File: config.mk
export PLATFORM = sky130hd
export DESIGN_NAME = pbm_ctrl
export DESIGN_NICKNAME = d
export VERILOG_FILES = /design/src/pbm_pkg.sv /design/src/pbm_sync.sv /design/src/pbm_ctrl.sv
export VERILOG_INCLUDE_DIRS = /design/src
export SDC_FILE = /design/constraint.sdc
export NUM_CORES = 1
export LEC_CHECK = 0
export BUFFER_PORTS_ARGS = -buffer_cell sky130_fd_sc_hd__buf_2
export CAP_MARGIN = 0
export CORE_ASPECT_RATIO = 0.5
export CORE_MARGIN = 2
export CORE_UTILIZATION = 28
export CTS_BUF_LIST = sky130_fd_sc_hd__clkbuf_4
export CTS_CLUSTER_SIZE = 16
export DETAILED_ROUTE_END_ITERATION = 8
export PLACE_DENSITY = 0.55
export RECOVER_POWER = 100
export SLEW_MARGIN = 20
export SYNTH_ARGS = -nofsm -noshare
export SYNTH_HDL_FRONTEND = slang
export SYNTH_HIERARCHICAL = 1
export SYNTH_SLANG_ARGS = --single-unit
File: constraint.sdc
create_clock -name CLK_SYS_I -period 6.4 [get_ports CLK_SYS_I]
set_input_delay 0.64 -clock CLK_SYS_I [delete_from_list [all_inputs] [get_ports CLK_SYS_I]]
set_output_delay 0.64 -clock CLK_SYS_I [all_outputs]
set_load 0.01 [all_outputs]
File: src/pbm_regs.svh
// Purpose: register map, field positions, reset values of loop control
// Assumes: 8-bit registers reached over a plain address/strobe port
// Notes: definitions only
// Behaviour
// Acquisition mode shows coarse indicator cleared
// Tracking whenever indicator set
// Automatic mode: detector switches filter itself
// Automatic mode: indicator read-only, writes ignored
// Indicator follows acquisition tolerance window
// Settled flag follows lock tolerance window
// Enabled interrupt on every settled flag toggle
// Manual mode: indicator is software filter control
// Software clears indicator before powering loop
// Software waits acquire time before tracking
// Software waits settle time before base select
// Manual mode: no settled flag, no interrupts
// Prescaler divides oscillator by two power P
// Loop locks to reference times 2^P*N/R
// Software never programs range exponent three
// Range centre is L*2^E nominal steps
// Software writes P,E,N,L,R into fields
// Parameters writable only with loop off
// Zero N,R act as one; zero L disables
// Base select refused while loop is off; code accepts select in the same write that clears power
// Control read clears change flag; zero manual
// Detector windows are parameters
`ifndef PBM_REGS_SVH
`define PBM_REGS_SVH
`define PBM_ADDR_CTRL 8'h36
`define PBM_ADDR_BW   8'h37
`define PBM_ADDR_MULH 8'h38
`define PBM_ADDR_MULL 8'h39
`define PBM_ADDR_LIN  8'h3a
`define PBM_ADDR_RDIV 8'h3b
`define PBM_CTRL_IE     7
`define PBM_CTRL_PWR    5
`define PBM_CTRL_BSEL   4
`define PBM_CTRL_PRE_HI 3
`define PBM_CTRL_PRE_LO 2
`define PBM_CTRL_EXP_HI 1
`define PBM_CTRL_EXP_LO 0
`define PBM_BW_AUTO   7
`define PBM_BW_COARSE 5
`define PBM_RST_PWR  1'b1
`define PBM_RST_MULT 12'h040
`define PBM_RST_LIN  8'h40
`define PBM_RST_RDIV 4'h1
`define PBM_AVG_EDGES 16'h0010
`define PBM_ACQ_TOL   16'h0004
`define PBM_LOCK_TOL  16'h0001
`endif

File: src/pbm_pkg.sv
// Purpose: types of the loop bandwidth control
// Assumes: nothing
// Notes: constants live in pbm_regs.svh
package pbm_pkg;

  // Register port request
  typedef struct packed {
    logic [7:0] addr;
    logic [7:0] wdata;
    logic       wr;
    logic       rd;
  } pbm_bus_type;

  // Lock detector phases
  typedef enum logic [1:0] {
    DET_OFF  = 2'b00,
    DET_ARM  = 2'b01,
    DET_RUN  = 2'b10,
    DET_EVAL = 2'b11
  } pbm_det_type;

  // Whole state of the control block
  typedef struct packed {
    logic        irq_en;
    logic        chg_flag;
    logic        pwr;
    logic        bsel;
    logic [1:0]  pre;
    logic [1:0]  rexp;
    logic        auto_bw;
    logic        lock;
    logic        coarse;
    logic [11:0] mult;
    logic [7:0]  lin;
    logic [3:0]  rdiv;
    pbm_det_type det;
    logic [3:0]  ref_cnt;
    logic        ref_tick;
    logic [15:0] acc;
    logic [15:0] edges;
    logic        fb_prev;
    logic [7:0]  rdata;
    logic        loop_run;
    logic        irq;
    logic [11:0] mult_eff;
    logic [3:0]  rdiv_eff;
    logic [10:0] centre;
  } pbm_state_type;

  // Synchroniser state
  typedef struct packed {
    logic [2:0] stage;
    logic       level;
  } pbm_sync_type;

endpackage

File: src/pbm_sync.sv
// Purpose: three-stage synchroniser with agreement filter
// Assumes: input from a foreign clock or a pin
// Notes: level moves only when stages two and three agree
`timescale 1ns/1ns
module pbm_sync (
  input  wire logic clk_i,
  input  wire logic rst_i,
  input  wire logic async_i,
  output logic      level_o
);
  import pbm_pkg::*;

  pbm_sync_type s_q;
  pbm_sync_type s_d;

  // Stage one feeds stage two only, to contain metastability
  always_comb begin
    s_d = s_q;
    s_d.stage = {s_q.stage[1:0], async_i};
    if (s_q.stage[1] == s_q.stage[2]) begin
      s_d.level = s_q.stage[1];
    end
  end

  // State register
  always_ff @(posedge clk_i) begin
    if (rst_i) begin
      s_q <= '0;
    end else begin
      s_q <= s_d;
    end
  end

  assign level_o = s_q.level;
endmodule

File: src/pbm_ctrl.sv
// Purpose: loop filter bandwidth, lock detection and parameters
// Assumes: runs on the reference clock; feedback clock is foreign
// Notes: analog oscillator and base clock switch are outside
`timescale 1ns/1ns
`include "pbm_regs.svh"
module pbm_ctrl #(
  parameter logic [15:0] AVG_EDGES = `PBM_AVG_EDGES,
  parameter logic [15:0] ACQ_TOL   = `PBM_ACQ_TOL,
  parameter logic [15:0] LOCK_TOL  = `PBM_LOCK_TOL
) (
  input  wire logic                 CLK_SYS_I,
  input  wire logic                 RESET_I,
  input  wire pbm_pkg::pbm_bus_type BUS_I,
  output logic [7:0]                RDATA_O,
  input  wire logic                 FB_CLK_I,
  output logic                      LOOP_ON_O,
  output logic                      TRACK_O,
  output logic                      BASE_SEL_O,
  output logic [1:0]                PRESCALE_O,
  output logic [1:0]                RANGE_EXP_O,
  output logic [11:0]               MULT_O,
  output logic [3:0]                REF_DIV_O,
  output logic [7:0]                LIN_RANGE_O,
  output logic [10:0]               CENTRE_O,
  output logic                      LOCK_O,
  output logic                      IRQ_O
);
  import pbm_pkg::*;

  pbm_state_type q;
  pbm_state_type d;

  logic        fb_lvl;
  logic        fb_rise;
  logic        wr_ctrl;
  logic        wr_bw;
  logic        rd_ctrl;
  logic [15:0] err;
  logic        in_acq;
  logic        in_lock;
  logic        acc_sat;

  // Feedback clock comes from the oscillator domain
  pbm_sync u_fb_sync (
    .clk_i   (CLK_SYS_I),
    .rst_i   (RESET_I),
    .async_i (FB_CLK_I),
    .level_o (fb_lvl)
  );

  // Next-state logic
  always_comb begin
    d = q;
    d.rdata = 8'h00;
    fb_rise = fb_lvl & ~q.fb_prev;
    d.fb_prev = fb_lvl;
    wr_ctrl = BUS_I.wr && (BUS_I.addr == `PBM_ADDR_CTRL);
    wr_bw = BUS_I.wr && (BUS_I.addr == `PBM_ADDR_BW);
    rd_ctrl = BUS_I.rd && (BUS_I.addr == `PBM_ADDR_CTRL);
    acc_sat = (q.acc == 16'hffff);
    err = (q.acc >= AVG_EDGES) ? (q.acc - AVG_EDGES) : (AVG_EDGES - q.acc);
    in_acq = !acc_sat && (err <= ACQ_TOL);
    in_lock = !acc_sat && (err <= LOCK_TOL);

    // Control register write
    if (wr_ctrl) begin
      if (q.auto_bw) begin
        d.irq_en = BUS_I.wdata[`PBM_CTRL_IE];
      end
      // Power bit frozen only while base select is already set
      if (!q.bsel) begin
        d.pwr = BUS_I.wdata[`PBM_CTRL_PWR];
      end
      // Selecting needs the loop already on; never in one write
      d.bsel = BUS_I.wdata[`PBM_CTRL_BSEL] & q.pwr;
      if (!q.pwr) begin
        d.pre = BUS_I.wdata[`PBM_CTRL_PRE_HI:`PBM_CTRL_PRE_LO];
        d.rexp = BUS_I.wdata[`PBM_CTRL_EXP_HI:`PBM_CTRL_EXP_LO];
      end
    end

    // Bandwidth register write
    if (wr_bw) begin
      d.auto_bw = BUS_I.wdata[`PBM_BW_AUTO];
      // Software owns the filter mode only in manual mode
      if (!q.auto_bw) begin
        d.coarse = BUS_I.wdata[`PBM_BW_COARSE];
      end
    end

    // Divider and range parameters, frozen while the loop is on
    if (BUS_I.wr && !q.pwr) begin
      if (BUS_I.addr == `PBM_ADDR_MULH) begin
        d.mult[11:8] = BUS_I.wdata[3:0];
      end else if (BUS_I.addr == `PBM_ADDR_MULL) begin
        d.mult[7:0] = BUS_I.wdata;
      end else if (BUS_I.addr == `PBM_ADDR_LIN) begin
        d.lin = BUS_I.wdata;
      end else if (BUS_I.addr == `PBM_ADDR_RDIV) begin
        d.rdiv = BUS_I.wdata[3:0];
      end
    end

    // Zero linear multiplier forces the oscillator clock
    if (d.lin == 8'h00) begin
      d.bsel = 1'b0;
    end

    // Reference divider; a zero divisor counts as one
    if (!q.loop_run) begin
      d.ref_cnt = 4'h0;
      d.ref_tick = 1'b0;
    end else if (({1'b0, q.ref_cnt} + 5'h01) >= {1'b0, q.rdiv_eff}) begin
      d.ref_cnt = 4'h0;
      d.ref_tick = 1'b1;
    end else begin
      d.ref_cnt = q.ref_cnt + 4'h1;
      d.ref_tick = 1'b0;
    end

    // Frequency comparison: reference ticks over feedback periods
    case (q.det)
      DET_OFF: begin
        d.acc = 16'h0000;
        d.edges = 16'h0000;
        d.lock = 1'b0;
        if (q.auto_bw) begin
          d.coarse = 1'b0;
        end
        if (q.loop_run) begin
          d.det = DET_ARM;
        end
      end
      DET_ARM: begin
        // Measurement starts on a feedback edge
        if (!q.loop_run) begin
          d.det = DET_OFF;
        end else if (fb_rise) begin
          d.acc = 16'h0000;
          d.edges = 16'h0000;
          d.det = DET_RUN;
        end
      end
      DET_RUN: begin
        if (!q.loop_run) begin
          d.det = DET_OFF;
        end else begin
          if (q.ref_tick && !acc_sat) begin
            d.acc = q.acc + 16'h0001;
          end
          if (fb_rise) begin
            d.edges = q.edges + 16'h0001;
          end
          // A dead feedback clock ends the window by saturation
          if ((fb_rise && (d.edges >= AVG_EDGES)) || acc_sat) begin
            d.det = DET_EVAL;
          end
        end
      end
      DET_EVAL: begin
        // Eval cycle drops at most one tick; tolerances cover it
        if (q.auto_bw) begin
          d.coarse = in_acq;
          d.lock = in_lock;
        end
        d.acc = 16'h0000;
        d.edges = 16'h0000;
        d.det = q.loop_run ? DET_RUN : DET_OFF;
      end
      default: begin
        d.det = DET_OFF;
      end
    endcase

    // Settled flag and enable vanish in manual mode
    if (!d.auto_bw) begin
      d.lock = 1'b0;
      d.irq_en = 1'b0;
    end

    // Reading control clears the flag; a new toggle wins
    if (rd_ctrl) begin
      d.chg_flag = 1'b0;
    end
    if (d.auto_bw && (d.lock != q.lock)) begin
      d.chg_flag = 1'b1;
    end
    if (!d.auto_bw) begin
      d.chg_flag = 1'b0;
    end

    // Interrupt request level
    d.irq = d.chg_flag & d.irq_en & d.auto_bw;

    // Effective loop settings seen by the analog side
    d.loop_run = d.pwr && (d.lin != 8'h00);
    d.mult_eff = (d.mult == 12'h000) ? 12'h001 : d.mult;
    d.rdiv_eff = (d.rdiv == 4'h0) ? 4'h1 : d.rdiv;
    d.centre = {3'b000, d.lin} << d.rexp;

    // Read data, valid in the cycle after the strobe
    if (BUS_I.rd) begin
      if (BUS_I.addr == `PBM_ADDR_CTRL) begin
        d.rdata = {q.irq_en & q.auto_bw, q.chg_flag & q.auto_bw,
                   q.pwr, q.bsel, q.pre, q.rexp};
      end else if (BUS_I.addr == `PBM_ADDR_BW) begin
        d.rdata = {q.auto_bw, q.lock & q.auto_bw, q.coarse, 5'b00000};
      end else if (BUS_I.addr == `PBM_ADDR_MULH) begin
        d.rdata = {4'h0, q.mult[11:8]};
      end else if (BUS_I.addr == `PBM_ADDR_MULL) begin
        d.rdata = q.mult[7:0];
      end else if (BUS_I.addr == `PBM_ADDR_LIN) begin
        d.rdata = q.lin;
      end else if (BUS_I.addr == `PBM_ADDR_RDIV) begin
        d.rdata = {4'h0, q.rdiv};
      end else begin
        d.rdata = 8'h00;
      end
    end
  end

  // State register; loop powered from reset so it can settle
  always_ff @(posedge CLK_SYS_I) begin
    if (RESET_I) begin
      q <= '0;
      q.pwr <= `PBM_RST_PWR;
      q.mult <= `PBM_RST_MULT;
      q.lin <= `PBM_RST_LIN;
      q.rdiv <= `PBM_RST_RDIV;
      q.det <= DET_OFF;
      q.loop_run <= 1'b1;
      q.mult_eff <= `PBM_RST_MULT;
      q.rdiv_eff <= `PBM_RST_RDIV;
      q.centre <= {3'b000, `PBM_RST_LIN};
    end else begin
      q <= d;
    end
  end

  // Outputs straight from the state register
  assign RDATA_O = q.rdata;
  assign LOOP_ON_O = q.loop_run;
  // Tracking exactly when the indicator is set
  assign TRACK_O = q.coarse;
  assign BASE_SEL_O = q.bsel;
  // Oscillator is divided by 2^P ahead of the feedback divider
  assign PRESCALE_O = q.pre;
  assign RANGE_EXP_O = q.rexp;
  assign MULT_O = q.mult_eff;
  assign REF_DIV_O = q.rdiv_eff;
  assign LIN_RANGE_O = q.lin;
  assign CENTRE_O = q.centre;
  assign LOCK_O = q.lock;
  assign IRQ_O = q.irq;
endmodule

==> metrics.md <==
| Metric | Value |
|---|---|
| Status | finished, violations left |
| Violated checks | capacitance limit, slew limit |
| Fin util | 0.303 |
| Count leader, synth | dfxtp_1 |
| Total Wirelength | 15500 um |
| All-Layer GR Usage | 0.136 |
| Met2 Wirelength | 7270 um |
| Fmax | 0.290 GHz |
| Largest net degree at the start of global routing | 39 |
| Max VDD drop | 0.111 mV |
| R2R Path End | TRACK_O$_SDFF_PP0_ |
| EDFF count, synth | 0 |
| Nets | 759 |
| Most area-hungry cell type in the Yosys netlist | dfxtp_1 |
| CP startpoint | RESET_I |
| GPL Wtd Cong | 0.850 |
| Max-cap violations | 1 |
| Final setup margin | 2950 ps |
| Post-DR wirelength/cell | 15.0 um |
| PortBufs | 72 |
| Setup TNS | 0 ps |
| Die height | 109 um |
| Slew margin rel. | -0.232 |
| PnR Total Power | 1.39 mW |
| WL met3 | 501 um |
| Count of final setup violators | 0 |
| RSZ-0062 raised after global routing | no |
| Row count | 38 |
| Worst-Skew Late Latency | 560 ps |
| Leakage power | 2.56 nW |
| Mean Syn Cell Area | 8.68 sq um |
| DP Worst Slack | 2730 ps |
| Initial antenna violation count | 1 |
| Worst path arrival time | 3900 ps |
| Worst-margin pin slew | 1850 ps |
| Worst Path Class, Setup | input port to flop |
| Dominant cells by area after synthesis | dfxtp_1 (38%), buf_4 (5.8%), nor2_1 (5.4%) |
| First-pass GRT wire length | 25200 um |
| Crit path launch type | input port |
| Final Slew Violations | 39 |
| Crit path to | CENTRE_O[2]$_SDFF_PP0_ |
| Clk slew on worst S/H paths | 120 ps |
| Num Clock Sinks | 116 |
| Warning count from the yosys run | 6 |
| Reg2Reg Depth | 9 |
| Total grt overflow | 0 |
| Mapped Cells | 713 |
| Setup crit end kind | flop |
| Post-synthesis cell type count | 78 |
| Tcrit/Tclk final | 0.539 |
| Sequential cell area fraction in the yosys report | 0.375 |
| CTS Root Cell | clkbuf_4 |
| Io pins | 73 |
| DRT iter0 DRCs | 286 |
| # H-tree levels | 4 |
| Pwr dens | 212 mW/mm^2 |
| Via-to-Cell Ratio | 4.92 |
| Die area | 0.0234 sq mm |
| Placed Area | 0.00642 sq mm |
| Vias | 5088 |
| Initial core utilization | 0.285 |
| Std-Cell Core Area | 0.0217 sq mm |
| Inserted Clock Buffers | 17 |
| Worst Hold Class | input port to flop |
| Post-Syn Area | 0.00619 sq mm |
| CP max FO | 38 |
| Drt drc | 0 |
| Hold depth | 2 |
| CTS tree | done |
| Ys async rst share | 0 |
| Metal-1 WL | 7570 um |
| R2r startpoint | q[58]$_SDFFE_PP0P_ |
| Syn_nets | 752 |
| Final hold violations | 0 |
| Drt pass-1 iters | 4 |
| Clk buf depth | 2 |
| Fin crit period | 3450 ps |
| DPL Wire Length | 11500 um |
| Post-layout instance area | 0.00657 sq mm |
| Clock skew | 17.7 ps |
| Die Width | 214 um |
| Layout cell share with drive strength beyond 1 | 0.0928 |
| Setup Fix Bufs, Post-CTS | 0 |
| Vias in the first global route | 4802 |
| Layout area overhead | 6.09% |
| PostCTS Resize Cnt | 0 |
| Post-synth top flop | dfxtp_1 |
| Highest routed layer | met4 |
| Setup slack, reg-to-reg | 3030 ps |
| CTS Hold Buffers Added | 0 |
| #FFs+latches synth | 116 |
| Post-DRT Antenna Nets | 0 |
| Synth top cells by count | dfxtp_1 (116), nor2_1 (89), buf_4 (48) |
| Synth top area share | 0.375 |
| Critical path data required time | 6850 ps |
[sequential cells by signal (all words and copies together), names as in the netlist, 2 cells and up]
signal	count
PRESCALE_O	2
REF_DIV_O	4
RDATA_O	8
u_fb_sync/s_d	2
CENTRE_O	11
LIN_RANGE_O	8
MULT_O	12
q	60
RANGE_EXP_O	2
[where the power goes]
part | switching [mW] | internal [mW] | leakage (nW)
combinational | 0.119 | 0.0493 | 1.49
sequential | 0.00651 | 0.728 | 0.935
clock | 0.326 | 0.162 | 0.132
total | 0.452 | 0.939 | 2.56
[worst min path at each step]
stage	from	slack (ps)	end
2_1_floorplan	u_fb_sync/s_d[2]$_SDFF_PP0_	410	u_fb_sync/s_d[3]$_SDFF_PP0_
3_3_place_gp	u_fb_sync/s_d[2]$_SDFF_PP0_	430	u_fb_sync/s_d[3]$_SDFF_PP0_
3_5_place_dp	u_fb_sync/s_d[2]$_SDFF_PP0_	430	u_fb_sync/s_d[3]$_SDFF_PP0_
4_1_cts	FB_CLK_I	280	u_fb_sync/s_d[2]$_SDFF_PP0_
5_1_grt	FB_CLK_I	270	u_fb_sync/s_d[2]$_SDFF_PP0_
6_report	FB_CLK_I	320	u_fb_sync/s_d[2]$_SDFF_PP0_
[cell usage in the layout, fill, tap and decap left out, types with 18 or more instances in the layout]
cell	instances
a21oi_1	36
buf_2	18
clkbuf_1	55
dfxtp_1	116
ha_1	18
inv_1	20
mux2i_1	32
nand2_1	43
nand3_1	26
nand4_1	18
nor2_1	89
o21ai_0	21
[kinds of logic (layout without fill, tap and decap cells)]
family | Yosys count | count (layout) | share of synthesized area
AOI/OAI and AO/OA | 127 | 127 | 0.144
buffers and inverters | 106 | 126 | 0.0960
DFF | 116 | 116 | 0.375
xor gates and xnor gates | 22 | 22 | 0.0311
adders and majority gates | 18 | 18 | 0.0364
muxes | 37 | 37 | 0.0679
and+or+nand+nor | 287 | 287 | 0.249
other | 0 | 1 | 0
[through the flow]
stage	instances	hold WS, ps
floorplan	713	414
global placement	1001	429
detailed placement	1001	429
CTS	1033	285
global route	1034	275
finish	1034	323
[layout make-up]
cell class / count / area [sq um]
multi-input cells: 491 / 3240
clock inverters: 15 / 123
fillers: 2342 / 15100
inverters: 21 / 78.8
repair buffers: 73 / 297
diodes: 1 / 2.50
clock buffers: 17 / 128
well taps: 300 / 375
flip-flops and latches: 116 / 2320
[worst max-delay path: stages]
cell,delay [ps]
clkbuf_1,1290
clkbuf_1,1110
or2_2,310
clkinv_1,210
a32o_1,310
[routing by layer]
layer  vias up  track usage
li1       2535            -
met1      2450        0.176
met2        90        0.224
met3        13       0.0340
met4         0       0.0466
met5         -            0
Note: power is estimated with default switching activity, not from simulation.
